--- src/iaspi_pkg.sv ---
// Shared constants and types for the isolated converter serial slave
package iaspi_pkg;
   localparam int unsigned CLK_HZ = 20_000_000;
   localparam int unsigned IDX_W = 5;
   localparam int unsigned DATA_W = 8;
   localparam int unsigned REG_NUM = 32;
   localparam int unsigned BITCNT_W = 3;
   localparam logic [BITCNT_W-1:0] LAST_BIT = 3'h7;
   localparam logic [BITCNT_W-1:0] FIRST_BIT = 3'h0;
   // Data-ready strobe length in input-clock cycles
   localparam int unsigned DRDY_CYCLES = 64;
   localparam int unsigned DRDY_W = 7;
   localparam logic [DRDY_W-1:0] DRDY_LOAD = 7'h40;
   localparam logic [DRDY_W-1:0] DRDY_ZERO = 7'h00;
   // Register indices (five-bit index field of the command byte)
   localparam logic [IDX_W-1:0] SETUP_IDX = 5'h08;
   localparam logic [IDX_W-1:0] STATUS_IDX = 5'h09;
   // Field positions
   localparam int unsigned CLK_FWD_BIT = 0;
   localparam int unsigned RST_PEND_BIT = 0;
   localparam logic [DATA_W-1:0] REG_RESET = 8'h00;
   localparam int unsigned RST_CNT_W = 16;

   typedef struct packed {
      logic sclk;
      logic cs_n;
      logic mosi;
   } iaspi_pins_t;

   typedef struct packed {
      logic [IDX_W-1:0] index;
      logic read_sel;
      logic [1:0] ignored;
   } iaspi_cmd_t;

   typedef enum logic [2:0] {
      ST_IDLE = 3'b000,
      ST_CMD = 3'b001,
      ST_RDATA = 3'b011,
      ST_WDATA = 3'b010,
      ST_DONE = 3'b110
   } iaspi_state_t;
endpackage

--- src/iaspi_slave.sv ---
// Serial slave port, register store, data-ready strobe and clock forward
`timescale 1ns/1ns
`default_nettype none
// How it works
// Capture MOSI on rising serial clock
// Shift MISO out on falling serial clock
// Most significant bit first both ways
// Master keeps serial clock 250 kHz-5.6 MHz
// MISO high-impedance unless sending data bits
// Master holds select low whole transfer
// Select high mid-transfer aborts, no write
// Select falling edge starts new command byte
// Strobe low exactly 64 input clocks
// Input clock 3.6 to 4.21 MHz; CLK_HZ and the bench clock are 20 MHz
// Reset-pending status bit clears after reset
// Command: index 7:3, read bit 2
// Read data starts at next falling edge
// Write is command plus one data byte
// Pin forwards clock when setup bit set
// Commit write only after eight bits
// Serial pins synchronized into clock domain
module iaspi_slave #(
   parameter int unsigned RST_DONE_CYCLES = 64
) (
   input wire logic clk,
   input wire logic rstn,
   input wire iaspi_pkg::iaspi_pins_t pins,
   input wire logic result_ready,
   output logic miso_o,
   output logic miso_oe_n,
   output logic ready_clk_pin,
   output logic wr_valid,
   output logic [iaspi_pkg::IDX_W-1:0] wr_index,
   output logic [iaspi_pkg::DATA_W-1:0] wr_data,
   output logic clock_forward_select,
   output logic reset_pending
);
   import iaspi_pkg::*;

   iaspi_pins_t lvl;
   logic sclk_rise, sclk_fall, cs_fall, cs_rise;
   iaspi_state_t state_q;
   logic [BITCNT_W-1:0] bit_cnt_q;
   logic [DATA_W-1:0] in_sh_q;
   logic [DATA_W-1:0] out_sh_q;
   iaspi_cmd_t cmd_q;
   logic [DATA_W-1:0] regs_q [REG_NUM];
   logic miso_q, miso_oe_n_q;
   logic wr_valid_q;
   logic [IDX_W-1:0] wr_index_q;
   logic [DATA_W-1:0] wr_data_q;
   logic rst_pend_q;
   logic [RST_CNT_W-1:0] rst_cnt_q;
   logic [DRDY_W-1:0] drdy_cnt_q, drdy_cnt_d;
   logic pin_q;
   logic [DATA_W-1:0] byte_in;
   iaspi_cmd_t cmd_in;

   iaspi_sync u_sync (
      .clk(clk),
      .rstn(rstn),
      .pins(pins),
      .level(lvl),
      .sclk_rise(sclk_rise),
      .sclk_fall(sclk_fall),
      .cs_fall(cs_fall),
      .cs_rise(cs_rise)
   );

   // Read value of an index; status is built from live state
   function automatic logic [DATA_W-1:0] read_value(input logic [IDX_W-1:0] idx,
                                                     input logic pend);
      logic [DATA_W-1:0] v;
      v = regs_q[idx];
      if (idx == STATUS_IDX) begin
         v = '0;
         v[RST_PEND_BIT] = pend;
      end
      return v;
   endfunction

   assign byte_in = {in_sh_q[DATA_W-2:0], lvl.mosi};
   assign cmd_in = iaspi_cmd_t'(byte_in);

   // Transfer sequencing
   always_ff @(posedge clk or negedge rstn) begin
      if (!rstn) begin
         state_q <= ST_IDLE;
         bit_cnt_q <= FIRST_BIT;
         in_sh_q <= '0;
         cmd_q <= '0;
      end else if (lvl.cs_n) begin
         state_q <= ST_IDLE;
         bit_cnt_q <= FIRST_BIT;
      end else if (cs_fall) begin
         state_q <= ST_CMD;
         bit_cnt_q <= FIRST_BIT;
      end else if (sclk_rise) begin
         in_sh_q <= byte_in;
         bit_cnt_q <= bit_cnt_q + 3'h1;
         case (state_q)
            ST_CMD: begin
               if (bit_cnt_q == LAST_BIT) begin
                  cmd_q <= cmd_in;
                  state_q <= cmd_in.read_sel ? ST_RDATA : ST_WDATA;
               end
            end
            ST_RDATA, ST_WDATA: begin
               if (bit_cnt_q == LAST_BIT) begin
                  state_q <= ST_DONE;
               end
            end
            ST_IDLE, ST_DONE: begin
               state_q <= state_q;
            end
            default: begin
               state_q <= ST_IDLE;
            end
         endcase
      end
   end

   // Outgoing shift register and MISO drive
   always_ff @(posedge clk or negedge rstn) begin
      if (!rstn) begin
         out_sh_q <= '0;
         miso_q <= 1'b0;
         miso_oe_n_q <= 1'b1;
      end else if (lvl.cs_n || state_q != ST_RDATA) begin
         miso_oe_n_q <= 1'b1;
         if (state_q == ST_CMD && sclk_rise && bit_cnt_q == LAST_BIT) begin
            out_sh_q <= read_value(cmd_in.index, rst_pend_q);
         end
      end else if (sclk_fall) begin
         miso_q <= out_sh_q[DATA_W-1];
         miso_oe_n_q <= 1'b0;
         out_sh_q <= {out_sh_q[DATA_W-2:0], 1'b0};
      end
   end

   // Register store; commits only on a complete data byte
   always_ff @(posedge clk or negedge rstn) begin
      if (!rstn) begin
         for (int i = 0; i < REG_NUM; i++) begin
            regs_q[i] <= REG_RESET;
         end
         wr_valid_q <= 1'b0;
         wr_index_q <= '0;
         wr_data_q <= '0;
      end else begin
         wr_valid_q <= 1'b0;
         if (!lvl.cs_n && !cs_fall && sclk_rise && state_q == ST_WDATA
             && bit_cnt_q == LAST_BIT) begin
            wr_valid_q <= 1'b1;
            wr_index_q <= cmd_q.index;
            wr_data_q <= byte_in;
            if (cmd_q.index != STATUS_IDX) begin
               regs_q[cmd_q.index] <= byte_in;
            end
         end
      end
   end

   // Reset-pending flag clears once the reset period is over
   always_ff @(posedge clk or negedge rstn) begin
      if (!rstn) begin
         rst_pend_q <= 1'b1;
         rst_cnt_q <= '0;
      end else if (rst_pend_q) begin
         rst_cnt_q <= rst_cnt_q + 16'h0001;
         if (rst_cnt_q == RST_CNT_W'(RST_DONE_CYCLES - 1)) begin
            rst_pend_q <= 1'b0;
         end
      end
   end

   // Data-ready strobe counter; a new result restarts the pulse
   always_comb begin
      drdy_cnt_d = drdy_cnt_q;
      if (result_ready) begin
         drdy_cnt_d = DRDY_LOAD;
      end else if (drdy_cnt_q != DRDY_ZERO) begin
         drdy_cnt_d = drdy_cnt_q - 7'h01;
      end
   end

   always_ff @(posedge clk or negedge rstn) begin
      if (!rstn) begin
         drdy_cnt_q <= DRDY_ZERO;
         pin_q <= 1'b1;
      end else begin
         drdy_cnt_q <= drdy_cnt_d;
         if (regs_q[SETUP_IDX][CLK_FWD_BIT]) begin
            pin_q <= ~pin_q;
         end else begin
            pin_q <= (drdy_cnt_d == DRDY_ZERO);
         end
      end
   end

   assign miso_o = miso_q;
   assign miso_oe_n = miso_oe_n_q;
   assign ready_clk_pin = pin_q;
   assign wr_valid = wr_valid_q;
   assign wr_index = wr_index_q;
   assign wr_data = wr_data_q;
   assign clock_forward_select = regs_q[SETUP_IDX][CLK_FWD_BIT];
   assign reset_pending = rst_pend_q;

   // Checks; a new result restarts the low count
   logic [DRDY_W:0] low_len_q;
   logic strobe_full_q;
   always_ff @(posedge clk or negedge rstn) begin
      if (!rstn) begin
         low_len_q <= '0;
      end else if (result_ready) begin
         low_len_q <= '0;
      end else if (!pin_q && !regs_q[SETUP_IDX][CLK_FWD_BIT]) begin
         low_len_q <= low_len_q + 8'h01;
      end else begin
         low_len_q <= '0;
      end
   end

   // Marks a strobe begun by a result in strobe mode, so a mode switch is not judged
   always_ff @(posedge clk or negedge rstn) begin
      if (!rstn) begin
         strobe_full_q <= 1'b0;
      end else if (regs_q[SETUP_IDX][CLK_FWD_BIT]) begin
         strobe_full_q <= 1'b0;
      end else if (result_ready) begin
         strobe_full_q <= 1'b1;
      end
   end
endmodule // iaspi_slave
`default_nettype wire

--- src/iaspi_sync.sv ---
// Two-stage pin synchronizer with edge detection for the serial pins
`timescale 1ns/1ns
`default_nettype none
module iaspi_sync (
   input wire logic clk,
   input wire logic rstn,
   input wire iaspi_pkg::iaspi_pins_t pins,
   output iaspi_pkg::iaspi_pins_t level,
   output var logic sclk_rise,
   output var logic sclk_fall,
   output var logic cs_fall,
   output var logic cs_rise
);
   import iaspi_pkg::*;
   iaspi_pins_t meta_q;
   iaspi_pins_t sync_q;
   iaspi_pins_t prev_q;

   // Idle pin levels: clock high, select high
   always_ff @(posedge clk or negedge rstn) begin
      if (!rstn) begin
         meta_q <= '{sclk: 1'b1, cs_n: 1'b1, mosi: 1'b0};
         sync_q <= '{sclk: 1'b1, cs_n: 1'b1, mosi: 1'b0};
         prev_q <= '{sclk: 1'b1, cs_n: 1'b1, mosi: 1'b0};
      end else begin
         meta_q <= pins;
         sync_q <= meta_q;
         prev_q <= sync_q;
      end
   end

   assign level = sync_q;
   assign sclk_rise = sync_q.sclk & ~prev_q.sclk;
   assign sclk_fall = ~sync_q.sclk & prev_q.sclk;
   assign cs_fall = ~sync_q.cs_n & prev_q.cs_n;
   assign cs_rise = sync_q.cs_n & ~prev_q.cs_n;
endmodule // iaspi_sync
`default_nettype wire
--- config.mk ---
export PLATFORM = sky130hd
export DESIGN_NAME = iaspi_slave
export DESIGN_NICKNAME = d
export VERILOG_FILES = /design/src/iaspi_pkg.sv /design/src/iaspi_slave.sv /design/src/iaspi_sync.sv
export SDC_FILE = /design/constraint.sdc
export NUM_CORES = 1
export LEC_CHECK = 0
export BUFFER_PORTS_ARGS = -buffer_cell sky130_fd_sc_hd__buf_2
export CAP_MARGIN = 30
export CORE_ASPECT_RATIO = 0.8
export CORE_MARGIN = 1.5
export CORE_UTILIZATION = 50
export CTS_CLUSTER_DIAMETER = 120
export DETAILED_ROUTE_END_ITERATION = 7
export GPL_ROUTABILITY_DRIVEN = 0
export PLACE_DENSITY_LB_ADDON = 0.3
export SETUP_SLACK_MARGIN = 0.15
export SLEW_MARGIN = 5
export SYNTH_ARGS = -nofsm -noshare
export SYNTH_HDL_FRONTEND = slang
export SYNTH_SLANG_ARGS = --single-unit
--- constraint.sdc ---
create_clock -name clk -period 2.6 [get_ports clk]
set_clock_uncertainty 0.05 [all_clocks]
set_input_delay 0.13 -clock clk [delete_from_list [all_inputs] [get_ports clk]]
set_output_delay 0.13 -clock clk [all_outputs]
set_load 0.02 [all_outputs]
==> results of run 1 <==
==> layout by cell type (no fill, tap or decap), types with 5 or more instances in the layout <==
master	n
sky130_fd_sc_hd__inv_1	7
sky130_fd_sc_hd__dlygate4sd3_1	5
sky130_fd_sc_hd__nand4_1	6
sky130_fd_sc_hd__buf_12	9
sky130_fd_sc_hd__xnor2_1	16
sky130_fd_sc_hd__dfrtp_1	317
sky130_fd_sc_hd__o21ai_0	5
sky130_fd_sc_hd__nor2b_1	9
sky130_fd_sc_hd__mux2i_1	25
sky130_fd_sc_hd__a21oi_1	17
sky130_fd_sc_hd__nand2_1	62
sky130_fd_sc_hd__dfstp_2	9
sky130_fd_sc_hd__buf_2	23
sky130_fd_sc_hd__nand2_2	6
sky130_fd_sc_hd__nor2_2	11
sky130_fd_sc_hd__mux2_2	262
sky130_fd_sc_hd__clkinv_2	5
sky130_fd_sc_hd__clkbuf_1	7
sky130_fd_sc_hd__buf_4	56
sky130_fd_sc_hd__ha_1	5
sky130_fd_sc_hd__nor3b_1	5
sky130_fd_sc_hd__nand2b_1	9
sky130_fd_sc_hd__clkbuf_8	7
sky130_fd_sc_hd__xor2_1	5
sky130_fd_sc_hd__nor2_1	22
sky130_fd_sc_hd__clkbuf_16	37
sky130_fd_sc_hd__nand3_1	14
sky130_fd_sc_hd__mux4_2	63
==> routing by layer <==
layer / routed length [um] / global-route usage
met1: 15300 / 0.328
met2: 14400 / 0.331
met5: 0 / 0
met3: 1660 / 0.0439
met4: 450 / 0.0465
==> through the flow <==
stage / worst slack (ns) / util / total power, mW / hold slack [ns] / instance area, um^2
2_1_floorplan: 0.184 / - / 6.60 / -0.216 / 14900
3_3_place_gp: -0.0466 / 0.539 / 7.29 / 0.123 / 15800
3_5_place_dp: -0.0808 / 0.539 / 7.30 / 0.122 / 15800
4_1_cts: 0.150 / 0.584 / 12.6 / 0.171 / 17100
5_1_grt: 0.0517 / 0.586 / 12.9 / 0.202 / 17200
6_report: 0.155 / 0.586 / 12.4 / 0.155 / 17200
==> synthesized netlist by cell type, drive strengths merged, types with 6 or more instances <==
cell type    n  area [um^2]
dfrtp      321         8030
mux2       263         2960
nand2       71          274
mux4        63         1420
clkbuf      57          214
nor2        34          158
mux2i       25          250
buf         21         96.4
a21oi       17         85.1
xnor2       16          140
nand3       15         80.1
nor2b       10         62.6
dfstp        9          236
nand2b       9         56.3
inv          8         30.0
nand4        8         71.3
nor3b        7         57.6
nand3b       6         52.6
==> sequential cells by signal (all words and copies together) (netlist names) <==
register and count:
reset_pending 1, miso_o 1, u_sync.prev_q 2, u_sync.meta_q 3, wr_index 5, wr_data 8
clock_forward_select 1, miso_oe_n 1, in_sh_q 7, state_q 3, out_sh_q 8, regs_q 254
rst_cnt_q 16, wr_valid 1, ready_clk_pin 1, cmd_q 5, u_sync.level 3, bit_cnt_q 3
drdy_cnt_q 7
==> final timing paths <==
path	from	end	cells after the start	slack [ns]
setup / recovery	bit_cnt_q[0]	regs_q[159]	9	0.16
hold / removal	rstn	rst_cnt_q[14]	2	0.16
setup reg to reg	bit_cnt_q[0]	regs_q[159]	9	0.16
hold reg to reg	u_sync.meta_q[0]	u_sync.level[0]	0	0.30
max in group asynchronous	rstn	regs_q[114]	3	1.50
min in group clk	pins[0]	u_sync.meta_q[0]	2	0.20
==> repair_timing <==
action,4_1_cts,5_1_grt
hold buffers,5,0
hold endpoints to repair,87,0
buffers inserted,2,0
gates resized for setup,10,10
setup endpoints to repair,106,132
==> area by class of cell <==
cell class / count / area [um^2]
multi-input cells: 617 / 6370
clock inverters: 11 / 161
clock buffers: 51 / 1050
flip-flops and latches: 330 / 8280
repair buffers: 95 / 792
inverters: 8 / 30.0
well taps: 377 / 472
fillers: 2280 / 12100
==> power by group through the flow <==
stage | Combinational, mW | Sequential, mW | Clock (mW)
3_3_place_gp | 1.68 | 5.61 | 0
5_1_grt | 1.85 | 5.54 | 5.50
6_report | 1.70 | 5.52 | 5.20
4_1_cts | 1.70 | 5.52 | 5.33
2_1_floorplan | 1.22 | 5.38 | 0
3_5_place_dp | 1.69 | 5.61 | 0
==> cell families (layout without fill, tap and decap cells) <==
| family | Yosys count | count (layout) |
|---|---|---|
| multiplexers | 351 | 351 |
| adder cells (fa/ha/maj) | 5 | 5 |
| buffers and inverters | 86 | 165 |
| XOR/XNOR | 21 | 21 |
| flip-flops | 330 | 330 |
| AO/OA/AOI/OAI | 56 | 56 |
| AND/OR/NAND/NOR | 184 | 184 |
==> results.md, run 1 <==
| Metric | Reported | Unit |
|---|---|---|
| Number of failing hold endpoints at the final stage | 0 | - |
| NumNets Final | 1,097 | - |
| Cell Pwr Density | 724 | mW/mm^2 |
| Clock tree from TritonCTS | yes | - |
| Routed vias/inst | 5.86 | - |
| Basic-gate share of the synthesized area counting and, or, nand and nor cells | 0.0676 | - |
| Sequential group share of total power | 0.445 | - |
| Leakage power summed over all cells | 8.17 | nW |
| Depth of the CTS H-tree | 2 | - |
| Grt total ovfl | 0 | - |
| Synthesized area per cell | 14.4 | um^2 |
| Worst-path fanout max | 8 | - |
| Proportion of synthesized chip area in sequential cells | 0.556 | - |
| Post-synthesis adder-cell area fraction | 0.00420 | - |
| Clock slew at the register clock pins of the worst setup and hold paths | 0.06 | ns |
| Post-detailed-routing wire length | 31,900 | um |
| Synthesized flop and latch total | 330 | - |
| Slew at the pin closest to its max-slew limit | 0.864 | ns |
| Root buf cell | sky130_fd_sc_hd__clkbuf_16 | - |
| MaxCap Viol Count | 0 | - |
| Die Y | 157 | um |
| Period minus WS final | 2.44 | ns |
| Core Rows | 56 | - |
| Mapped Nets | 1,044 | - |
| Status | complete, no violations | - |
| RSZ-0062 raised after global routing | yes | - |
| Most used DFF post-synth | sky130_fd_sc_hd__dfrtp_1 | - |
| Relative max-transition margin | 0.423 | - |
| Wire length of the first global-routing pass | 51,900 | um |
| Fraction of registers with async set or reset after synthesis | 1.00 | - |
| Maximum buffer depth of the clock tree | 3 | - |
| Inst Count DP | 1,420 | - |
| Cells along the critical path | ha_1 -> ha_1 -> nor2b_4 -> nand4_4 -> buf_4 -> nor3_2 -> buf_4 -> nand2b_1 -> mux2_2 | - |
| Total half-perimeter wirelength after legalization and detailed placement | 21,100 | um |
| Start-to-end type of the worst setup path | reg2reg | - |
| DR iter-0 viols | 516 | - |
| Die boundary width | 196 | um |
| Max Fclk | 0.409 | GHz |
| Die footprint | 0.0308 | mm^2 |
| Critical path's largest stage delay | 0.40 | ns |
| Post-route fraction of the period consumed by the critical path | 0.940 | - |
| WP data arrival | 2.79 | ns |
| Netlist Area Pre-Place | 0.0149 | mm^2 |
| Ports | 25 | - |
| Bufs and invs on worst path | 2 | - |
| CP required | 2.94 | ns |
| Combinational Power Share | 0.137 | - |
| Type of destination of the critical path | flip-flop | - |
| Antenna viol nets, final | 0 | - |
| Initial Utilization | 0.508 | - |
| Mapped Cells | 1,033 | - |
| Area growth syn-to-layout | 15.3 | % |
| Mux share of post-synthesis cell area | 0.311 | - |
| TritonCTS Buffers | 34 | - |
| Switching Fraction | 0.263 | - |
| Netlist cell types | 62 | - |
| Highest ir drop seen on vdd | 0.000496 | V |
| Number of antenna violations at the first check in global routing | 0 | - |
| Synth Area in XOR/XNOR | 0.0124 | - |
| Count of final max-slew check failures | 0 | - |
| I/O Buffers | 24 | - |
| Net switching component of the power | 3.26 | mW |
| Number of non-filler instances in the completed layout | 1,489 | - |
| Compound-cell area share of the yosys netlist | 0.0263 | - |
| Total via count in the routed design | 8,732 | - |
| Setup_tns | 0 | ns |
| Average wire per standard cell | 21.4 | um |
| Largest family of logic cells by synthesized area | multiplexers | - |
| Worst path top cell family by delay | simple AND/OR/NAND/NOR gates | - |
| Part of the power in the clock network | 0.419 | - |
| Core area | 0.0293 | mm^2 |
| All-layer global routing usage | 0.219 | - |
| Cell-internal power | 9.16 | mW |
| Final setup vio count | 0 | - |
| Layout cells sized above 1 | 0.473 | - |
| Clk Latency, worst-skew pair | 0.52 | ns |
| Clock sink total | 330 | - |
| Final routed DRC violation total | 0 | - |
| EDFF count, synth | 0 | - |
| Class of the most critical hold timing path | in2async | - |
| Yosys synthesis warning count | 0 | - |
| Crit-path slowest cell | sky130_fd_sc_hd__mux2_2 | - |
| Critical path launch point type | flip-flop | - |
| Vias in the first global route | 9,076 | - |
| Total inserted antenna cells | 0 | - |
| First-pass iteration count of the detailed router | 5 | - |
| Maximum number of pins on one net before global-route repair | 82 | - |
Power figures use the tool's default switching activity.
==> inputs of run 2 (changes only) <==
--- a/config.mk
+++ b/config.mk
@@ -7,6 +7,8 @@
 export LEC_CHECK = 0
 export BUFFER_PORTS_ARGS = -buffer_cell sky130_fd_sc_hd__buf_2
 export CAP_MARGIN = 30
+export CELL_PAD_IN_SITES_DETAIL_PLACEMENT = 0
+export CELL_PAD_IN_SITES_GLOBAL_PLACEMENT = 1
 export CORE_ASPECT_RATIO = 0.8
 export CORE_MARGIN = 1.5
 export CORE_UTILIZATION = 50
==> run 2 against run 1 <==
Final area shrank 0.11%. Via count grew 0.24%. Register-to-register slack gained 0.08 ns. Worst setup slack gained 0.079 ns. Routed wire length grew 3.4%. Critical endpoint is now regs_q[91].
==> results.md, run 2 (synthesized netlist as in run 1, its figures left out) <==
| Metric | Reported | Unit | vs previous |
|---|---|---|---|
| Commonest cells after routing, fill and taps aside | sky130_fd_sc_hd__dfrtp_1 (317), sky130_fd_sc_hd__mux2_2 (262), sky130_fd_sc_hd__buf_4 (70), sky130_fd_sc_hd__mux4_2 (63), sky130_fd_sc_hd__nand2_1 (61) | - | was sky130_fd_sc_hd__dfrtp_1 (317), sky130_fd_sc_hd__mux2_2 (262), sky130_fd_sc_hd__mux4_2 (63), sky130_fd_sc_hd__nand2_1 (62), sky130_fd_sc_hd__buf_4 (56) |
| Clk Latency, worst-skew pair | 0.52 | ns | about the same |
| Register bank with the most flops | regs_q | - | unchanged |
| Clock tree from TritonCTS | yes | - | unchanged |
| Setup_tns | 0 | ns | unchanged |
| Start-to-end type of the worst setup path | reg2reg | - | unchanged |
| Area growth syn-to-layout | 15.1 | % | was 15.3% |
| Relative max-transition margin | 0.537 | - | was 0.423 |
| Die footprint | 0.0308 | mm^2 | unchanged |
| Period minus WS final | 2.37 | ns | was 2.44 ns |
| Die boundary width | 196 | um | unchanged |
| Total half-perimeter wirelength after legalization and detailed placement | 21,400 | um | was 21,100 um |
| TritonCTS Buffers | 35 | - | was 34 |
| Post-route fraction of the period consumed by the critical path | 0.910 | - | was 0.940 |
| WP data arrival | 2.70 | ns | was 2.79 ns |
| Core Rows | 56 | - | unchanged |
| Vias in the first global route | 9,036 | - | was 9,076 |
| Highest ir drop seen on vdd | 0.000446 | V | was 0.000496 V |
| Final routed DRC violation total | 0 | - | unchanged |
| Number of antenna violations at the first check in global routing | 0 | - | unchanged |
| NumNets Final | 1,110 | - | was 1,097 |
| Initial Utilization | 0.508 | - | unchanged |
| Die Y | 157 | um | unchanged |
| Slew at the pin closest to its max-slew limit | 0.694 | ns | was 0.864 ns |
| Commonest non-fill, non-tap cell in the layout | sky130_fd_sc_hd__dfrtp_1 | - | unchanged |
| Cell Pwr Density | 719 | mW/mm^2 | was 724 mW/mm^2 |
| Leakage power summed over all cells | 8.23 | nW | was 8.17 nW |
| Register-to-Register Path Depth | 7 | - | was 9 |
| Wire length of the first global-routing pass | 53,000 | um | was 51,900 um |
| Status | complete, no violations | - | unchanged |
| Worst-case register-to-register setup slack | 0.23 | ns | was 0.16 ns |
| Clock slew at the register clock pins of the worst setup and hold paths | 0.06 | ns | about the same |
| Clock sink total | 330 | - | unchanged |
| Startpoint of the worst register-to-register path | bit_cnt_q[0] | - | unchanged |
| Leading registers by flop count | regs_q (254), rst_cnt_q (16) | - | unchanged |
| Count of final max-slew check failures | 0 | - | unchanged |
| Maximum number of pins on one net before global-route repair | 69 | - | was 82 |
| Maximum buffer depth of the clock tree | 3 | - | unchanged |
| Total inserted antenna cells | 0 | - | unchanged |
| Class of the most critical hold timing path | in2async | - | unchanged |
| MaxCap Viol Count | 0 | - | unchanged |
| Cell area after layout | 0.0171 | mm^2 | was 0.0172 mm^2 |
| Core area | 0.0293 | mm^2 | unchanged |
| Ports | 25 | - | unchanged |
| Post-detailed-routing wire length | 32,900 | um | was 31,900 um |
| Number of failing hold endpoints at the final stage | 0 | - | unchanged |
| Max Fclk | 0.423 | GHz | was 0.409 GHz |
| I/O Buffers | 24 | - | unchanged |
| Antenna viol nets, final | 0 | - | unchanged |
| RSZ-0062 raised after global routing | yes | - | unchanged |
| Root buf cell | sky130_fd_sc_hd__clkbuf_16 | - | unchanged |
| Final setup vio count | 0 | - | unchanged |
| Dpl cell area | 0.0158 | mm^2 | about the same |
| All-layer global routing usage | 0.225 | - | was 0.219 |
| Grt total ovfl | 0 | - | unchanged |
| Layout cells sized above 1 | 0.473 | - | about the same |
| Routed vias/inst | 5.84 | - | was 5.86 |
| Total via count in the routed design | 8,753 | - | was 8,732 |
| Worst-path fanout max | 8 | - | unchanged |
| Critical path launch point type | flip-flop | - | unchanged |
| Worst r2r dst | regs_q[91] | - | was regs_q[159] |
| Depth of the CTS H-tree | 2 | - | unchanged |
| Type of destination of the critical path | flip-flop | - | unchanged |
| Max reg flops | 254 | - | unchanged |
| First-pass iteration count of the detailed router | 5 | - | unchanged |
| CP required | 2.94 | ns | about the same |
| Average wire per standard cell | 22.0 | um | was 21.4 um |
| DR iter-0 viols | 645 | - | was 516 |
[run 2: changes by cell type in the layout (fill, tap and decap cells not counted), sizes merged]
cell,delta
buf,+12
bufinv,-1
clkbuf,+1
clkinv,-1
inv,-1
[run 2: report_power, final]
group          internal, mW  switching [mW]
clock                  2.99            1.98
combinational         0.835            1.05
sequential             5.24           0.231
total                  9.06            3.26
[run 2: worst max-delay path by stage]
stage | from | endpoint | cells past startpoint
2_1_floorplan | u_sync.level[2] | regs_q[128] | 6
3_3_place_gp | bit_cnt_q[0] | regs_q[198] | 9
5_1_grt | drdy_cnt_q[0] | ready_clk_pin | 7
4_1_cts | in_sh_q[2] | out_sh_q[4] | 5
3_5_place_dp | bit_cnt_q[0] | regs_q[194] | 9
6_report | bit_cnt_q[0] | regs_q[91] | 7
[run 2: area by class of cell]
cell class                 instances  area (um^2)
multi-input combinational        617         6350
timing repair buffer             107          866
tap                              377          472
inverter                           8         35.0
sequential                       330         8280
clock buffer                      52         1010
fill                            2327        12200
clock inverter                     8          121
[run 2: stage by stage]
stage                     power (mW)   util  hold WS [ns]  instances  worst slack, ns
after floorplan                 6.60      -        -0.216       1033            0.184
after global placement          7.35  0.540        0.0403       1425            0.139
after detailed placement        7.36  0.540        0.0403       1425            0.106
after CTS                       12.4  0.580        0.0912       1490            0.162
after global routing            12.8  0.585         0.109       1499           0.0683
final                           12.3  0.585        0.0848       1499            0.234
[run 2: worst max-delay path, cell delays in order (launching register included)]
cell	delay [ns]
sky130_fd_sc_hd__dfrtp_1	0.37
sky130_fd_sc_hd__ha_1	0.15
sky130_fd_sc_hd__ha_1	0.19
sky130_fd_sc_hd__nor2b_4	0.19
sky130_fd_sc_hd__nand4_4	0.19
sky130_fd_sc_hd__or4_1	0.56
sky130_fd_sc_hd__buf_4	0.21
sky130_fd_sc_hd__mux2_1	0.31
[run 2: what timing repair did]
item                       CTS  global route
setup endpoints to repair  132           201
setup buffers                0             9
gates resized for setup      2            16
pin swaps                    0             1
hold buffers                 5             0
hold endpoints to repair   316             0
[run 2: per-layer routing]
| layer | track usage | share of wire | vias to the layer above |
|---|---|---|---|
| met3 | 0.0326 | 0.044 | 39 |
| li1 | - | - | 3918 |
| met5 | 0 | 0 | - |
| met2 | 0.338 | 0.45 | 195 |
| met4 | 0.0524 | 0.015 | 0 |
| met1 | 0.347 | 0.49 | 4601 |
==> inputs of run 3 (changes only) <==
--- a/config.mk
+++ b/config.mk
@@ -20,4 +20,5 @@
 export SLEW_MARGIN = 5
 export SYNTH_ARGS = -nofsm -noshare
 export SYNTH_HDL_FRONTEND = slang
+export SYNTH_HIERARCHICAL = 1
 export SYNTH_SLANG_ARGS = --single-unit
==> run 3 against run 2 <==
Non-clock buffer count grew 12. Largest cell class unchanged. Die area is essentially flat. Area after synthesis is essentially flat. Synthesized cell count grew 2.4%. Core utilization grew 2.0 points. Critical path depth grew 1.
==> results.md, run 3 <==
| Metric | Reported | Unit | vs previous |
|---|---|---|---|
| Cells along the critical path | and2b_2 -> or3b_4 -> or3_4 -> buf_6 -> nor2_8 -> buf_4 -> nand2_8 -> mux2_2 | - | was ha_1 -> ha_1 -> nor2b_4 -> nand4_4 -> or4_1 -> buf_4 -> mux2_1 |
| Count of final max-slew check failures | 0 | - | unchanged |
| Clock slew at the register clock pins of the worst setup and hold paths | 0.06 | ns | about the same |
| Type of destination of the critical path | flip-flop | - | unchanged |
| Root buf cell | sky130_fd_sc_hd__clkbuf_16 | - | unchanged |
| Grt total ovfl | 0 | - | unchanged |
| Average wire per standard cell | 22.3 | um | was 22.0 um |
| Core area | 0.0293 | mm^2 | unchanged |
| Inst Count DP | 1,454 | - | was 1,425 |
| Bufs and invs on worst path | 2 | - | was 1 |
| Leading registers by flop count | regs_q (255), rst_cnt_q (16) | - | was regs_q (254), rst_cnt_q (16) |
| Number of non-filler instances in the completed layout | 1,544 | - | was 1,499 |
| Antenna viol nets, final | 0 | - | unchanged |
| Start-to-end type of the worst setup path | reg2reg | - | unchanged |
| Slew at the pin closest to its max-slew limit | 0.813 | ns | was 0.694 ns |
| Total power | 12.1 | mW | was 12.3 mW |
| Max Fclk | 0.400 | GHz | was 0.423 GHz |
| DR iter-0 viols | 480 | - | was 645 |
| Maximum buffer depth of the clock tree | 3 | - | unchanged |
| Critical path's largest stage delay | 0.52 | ns | was 0.56 ns |
| Die footprint | 0.0308 | mm^2 | about the same |
| Clk Latency, worst-skew pair | 0.53 | ns | was 0.52 ns |
| Total half-perimeter wirelength after legalization and detailed placement | 22,200 | um | was 21,400 um |
| Clock sink total | 331 | - | was 330 |
| Ports | 25 | - | unchanged |
| Area growth syn-to-layout | 19.0 | % | was 15.1% |
| Maximum number of pins on one net before global-route repair | 77 | - | was 69 |
| Commonest cells after routing, fill and taps aside | sky130_fd_sc_hd__dfrtp_1 (318), sky130_fd_sc_hd__mux2_2 (251), sky130_fd_sc_hd__nand2_1 (59), sky130_fd_sc_hd__buf_4 (58), sky130_fd_sc_hd__mux4_2 (48) | - | was sky130_fd_sc_hd__dfrtp_1 (317), sky130_fd_sc_hd__mux2_2 (262), sky130_fd_sc_hd__buf_4 (70), sky130_fd_sc_hd__mux4_2 (63), sky130_fd_sc_hd__nand2_1 (61) |
| Status | complete, no violations | - | unchanged |
| Number of failing hold endpoints at the final stage | 0 | - | unchanged |
| Critical path launch point type | flip-flop | - | unchanged |
| All-layer global routing usage | 0.233 | - | was 0.225 |
| Setup_tns | 0 | ns | unchanged |
| RSZ-0062 raised after global routing | yes | - | unchanged |
| I/O Buffers | 24 | - | unchanged |
| Number of antenna violations at the first check in global routing | 0 | - | unchanged |
| Crit-path slowest cell | sky130_fd_sc_hd__dfstp_2 | - | was sky130_fd_sc_hd__or4_1 |
| Core Rows | 56 | - | unchanged |
| Die boundary width | 196 | um | about the same |
| Routed vias/inst | 5.90 | - | was 5.84 |
| MaxCap Viol Count | 0 | - | unchanged |
| Post-detailed-routing wire length | 34,400 | um | was 32,900 um |
| Final routed DRC violation total | 0 | - | unchanged |
| Layout cells sized above 1 | 0.469 | - | was 0.473 |
| Leakage power summed over all cells | 8.41 | nW | was 8.23 nW |
| Vias in the first global route | 9,181 | - | was 9,036 |
| First-pass iteration count of the detailed router | 6 | - | was 5 |
| Class of the most critical hold timing path | in2async | - | unchanged |
| Max reg flops | 255 | - | was 254 |
| Commonest non-fill, non-tap cell in the layout | sky130_fd_sc_hd__dfrtp_1 | - | unchanged |
| Final setup vio count | 0 | - | unchanged |
| Total inserted antenna cells | 0 | - | unchanged |
| Depth of the CTS H-tree | 2 | - | unchanged |
| Netlist Area Pre-Place | 0.0149 | mm^2 | about the same |
| Highest ir drop seen on vdd | 0.000463 | V | was 0.000446 V |
| Post-route fraction of the period consumed by the critical path | 0.962 | - | was 0.910 |
| Cell Pwr Density | 684 | mW/mm^2 | was 719 mW/mm^2 |
| Die Y | 157 | um | about the same |
| TritonCTS Buffers | 36 | - | was 35 |
| Mapped Nets | 1,069 | - | was 1,044 |
| Wire length of the first global-routing pass | 54,500 | um | was 53,000 um |
| Yosys synthesis warning count | 6 | - | was 0 |
| CP required | 2.94 | ns | about the same |
| Initial Utilization | 0.508 | - | about the same |
| Mapped Cells | 1,058 | - | was 1,033 |
| Worst path top cell family by delay | simple AND/OR/NAND/NOR gates | - | unchanged |
| Clock tree from TritonCTS | yes | - | unchanged |
| Synthesized area per cell | 14.1 | um^2 | was 14.4 um^2 |
| WP data arrival | 2.84 | ns | was 2.70 ns |
| Total via count in the routed design | 9,104 | - | was 8,753 |
| Register bank with the most flops | regs_q | - | unchanged |
| Relative max-transition margin | 0.458 | - | was 0.537 |
| Worst-path fanout max | 8 | - | unchanged |
| Fill cell instance count of the final layout | 2,310 | - | was 2,327 |
| NumNets Final | 1,150 | - | was 1,110 |
| Period minus WS final | 2.50 | ns | was 2.37 ns |
run 3: path summary, 6_finish.rpt:
| path | startpoint | cells past startpoint | to | slack (ns) |
|---|---|---|---|---|
| max | u_sync/level[1] | 8 | regs_q[126] | 0.10 |
| min | rstn | 2 | drdy_cnt_q[5] | 0.14 |
| max reg2reg | u_sync/level[1] | 8 | regs_q[126] | 0.10 |
| min reg2reg | u_sync/meta_q[0] | 0 | u_sync/level[0] | 0.30 |
| max in group asynchronous | rstn | 3 | reset_pending | 1.59 |
| min in group clk | pins[1] | 2 | u_sync/meta_q[1] | 0.20 |
run 3: what timing repair did:
item | CTS | global route
gates resized for setup | 15 | 47
hold endpoints to repair | 80 | 0
hold buffers | 5 | 0
endpoints found under the setup margin | 162 | 241
buffers inserted | 4 | 15
pin swaps | 3 | 3
run 3: layout make-up:
class | count | area, um^2 | area share
flip-flops and latches | 331 | 8300 | 0.468
multi-input cells | 644 | 6530 | 0.368
repair buffers | 119 | 1210 | 0.0684
clock buffers | 58 | 1100 | 0.0623
well taps | 377 | 472 | 0.0266
clock inverters | 8 | 81.3 | 0.00459
inverters | 7 | 26.3 | 0.00148
run 3: power breakdown:
part	switching, mW	internal [mW]
Sequential	0.203	5.24
Clock	2.04	3.02
Combinational	0.938	0.672
run 3: metrics by stage:
| step | instance area [um^2] | hold WS, ns | util | setup slack, ns |
|---|---|---|---|---|
| CTS | 17400 | 0.167 | 0.595 | 0.0691 |
| global placement | 16100 | 0.126 | 0.549 | 0.0109 |
| detailed placement | 16100 | 0.124 | 0.549 | 0.0241 |
| global route | 17700 | 0.193 | 0.605 | 0.0447 |
| floorplan | 14900 | -0.216 | - | 0.106 |
| finish | 17700 | 0.141 | 0.605 | 0.100 |
run 3: routing by layer:
| layer | vias up | GRT usage | wire, um |
|---|---|---|---|
| met5 | - | 0 | 0 |
| met4 | 0 | 0.0630 | 667 |
| li1 | 4029 | - | - |
| met1 | 4831 | 0.353 | 16900 |
| met3 | 53 | 0.0474 | 1750 |
| met2 | 191 | 0.340 | 15100 |
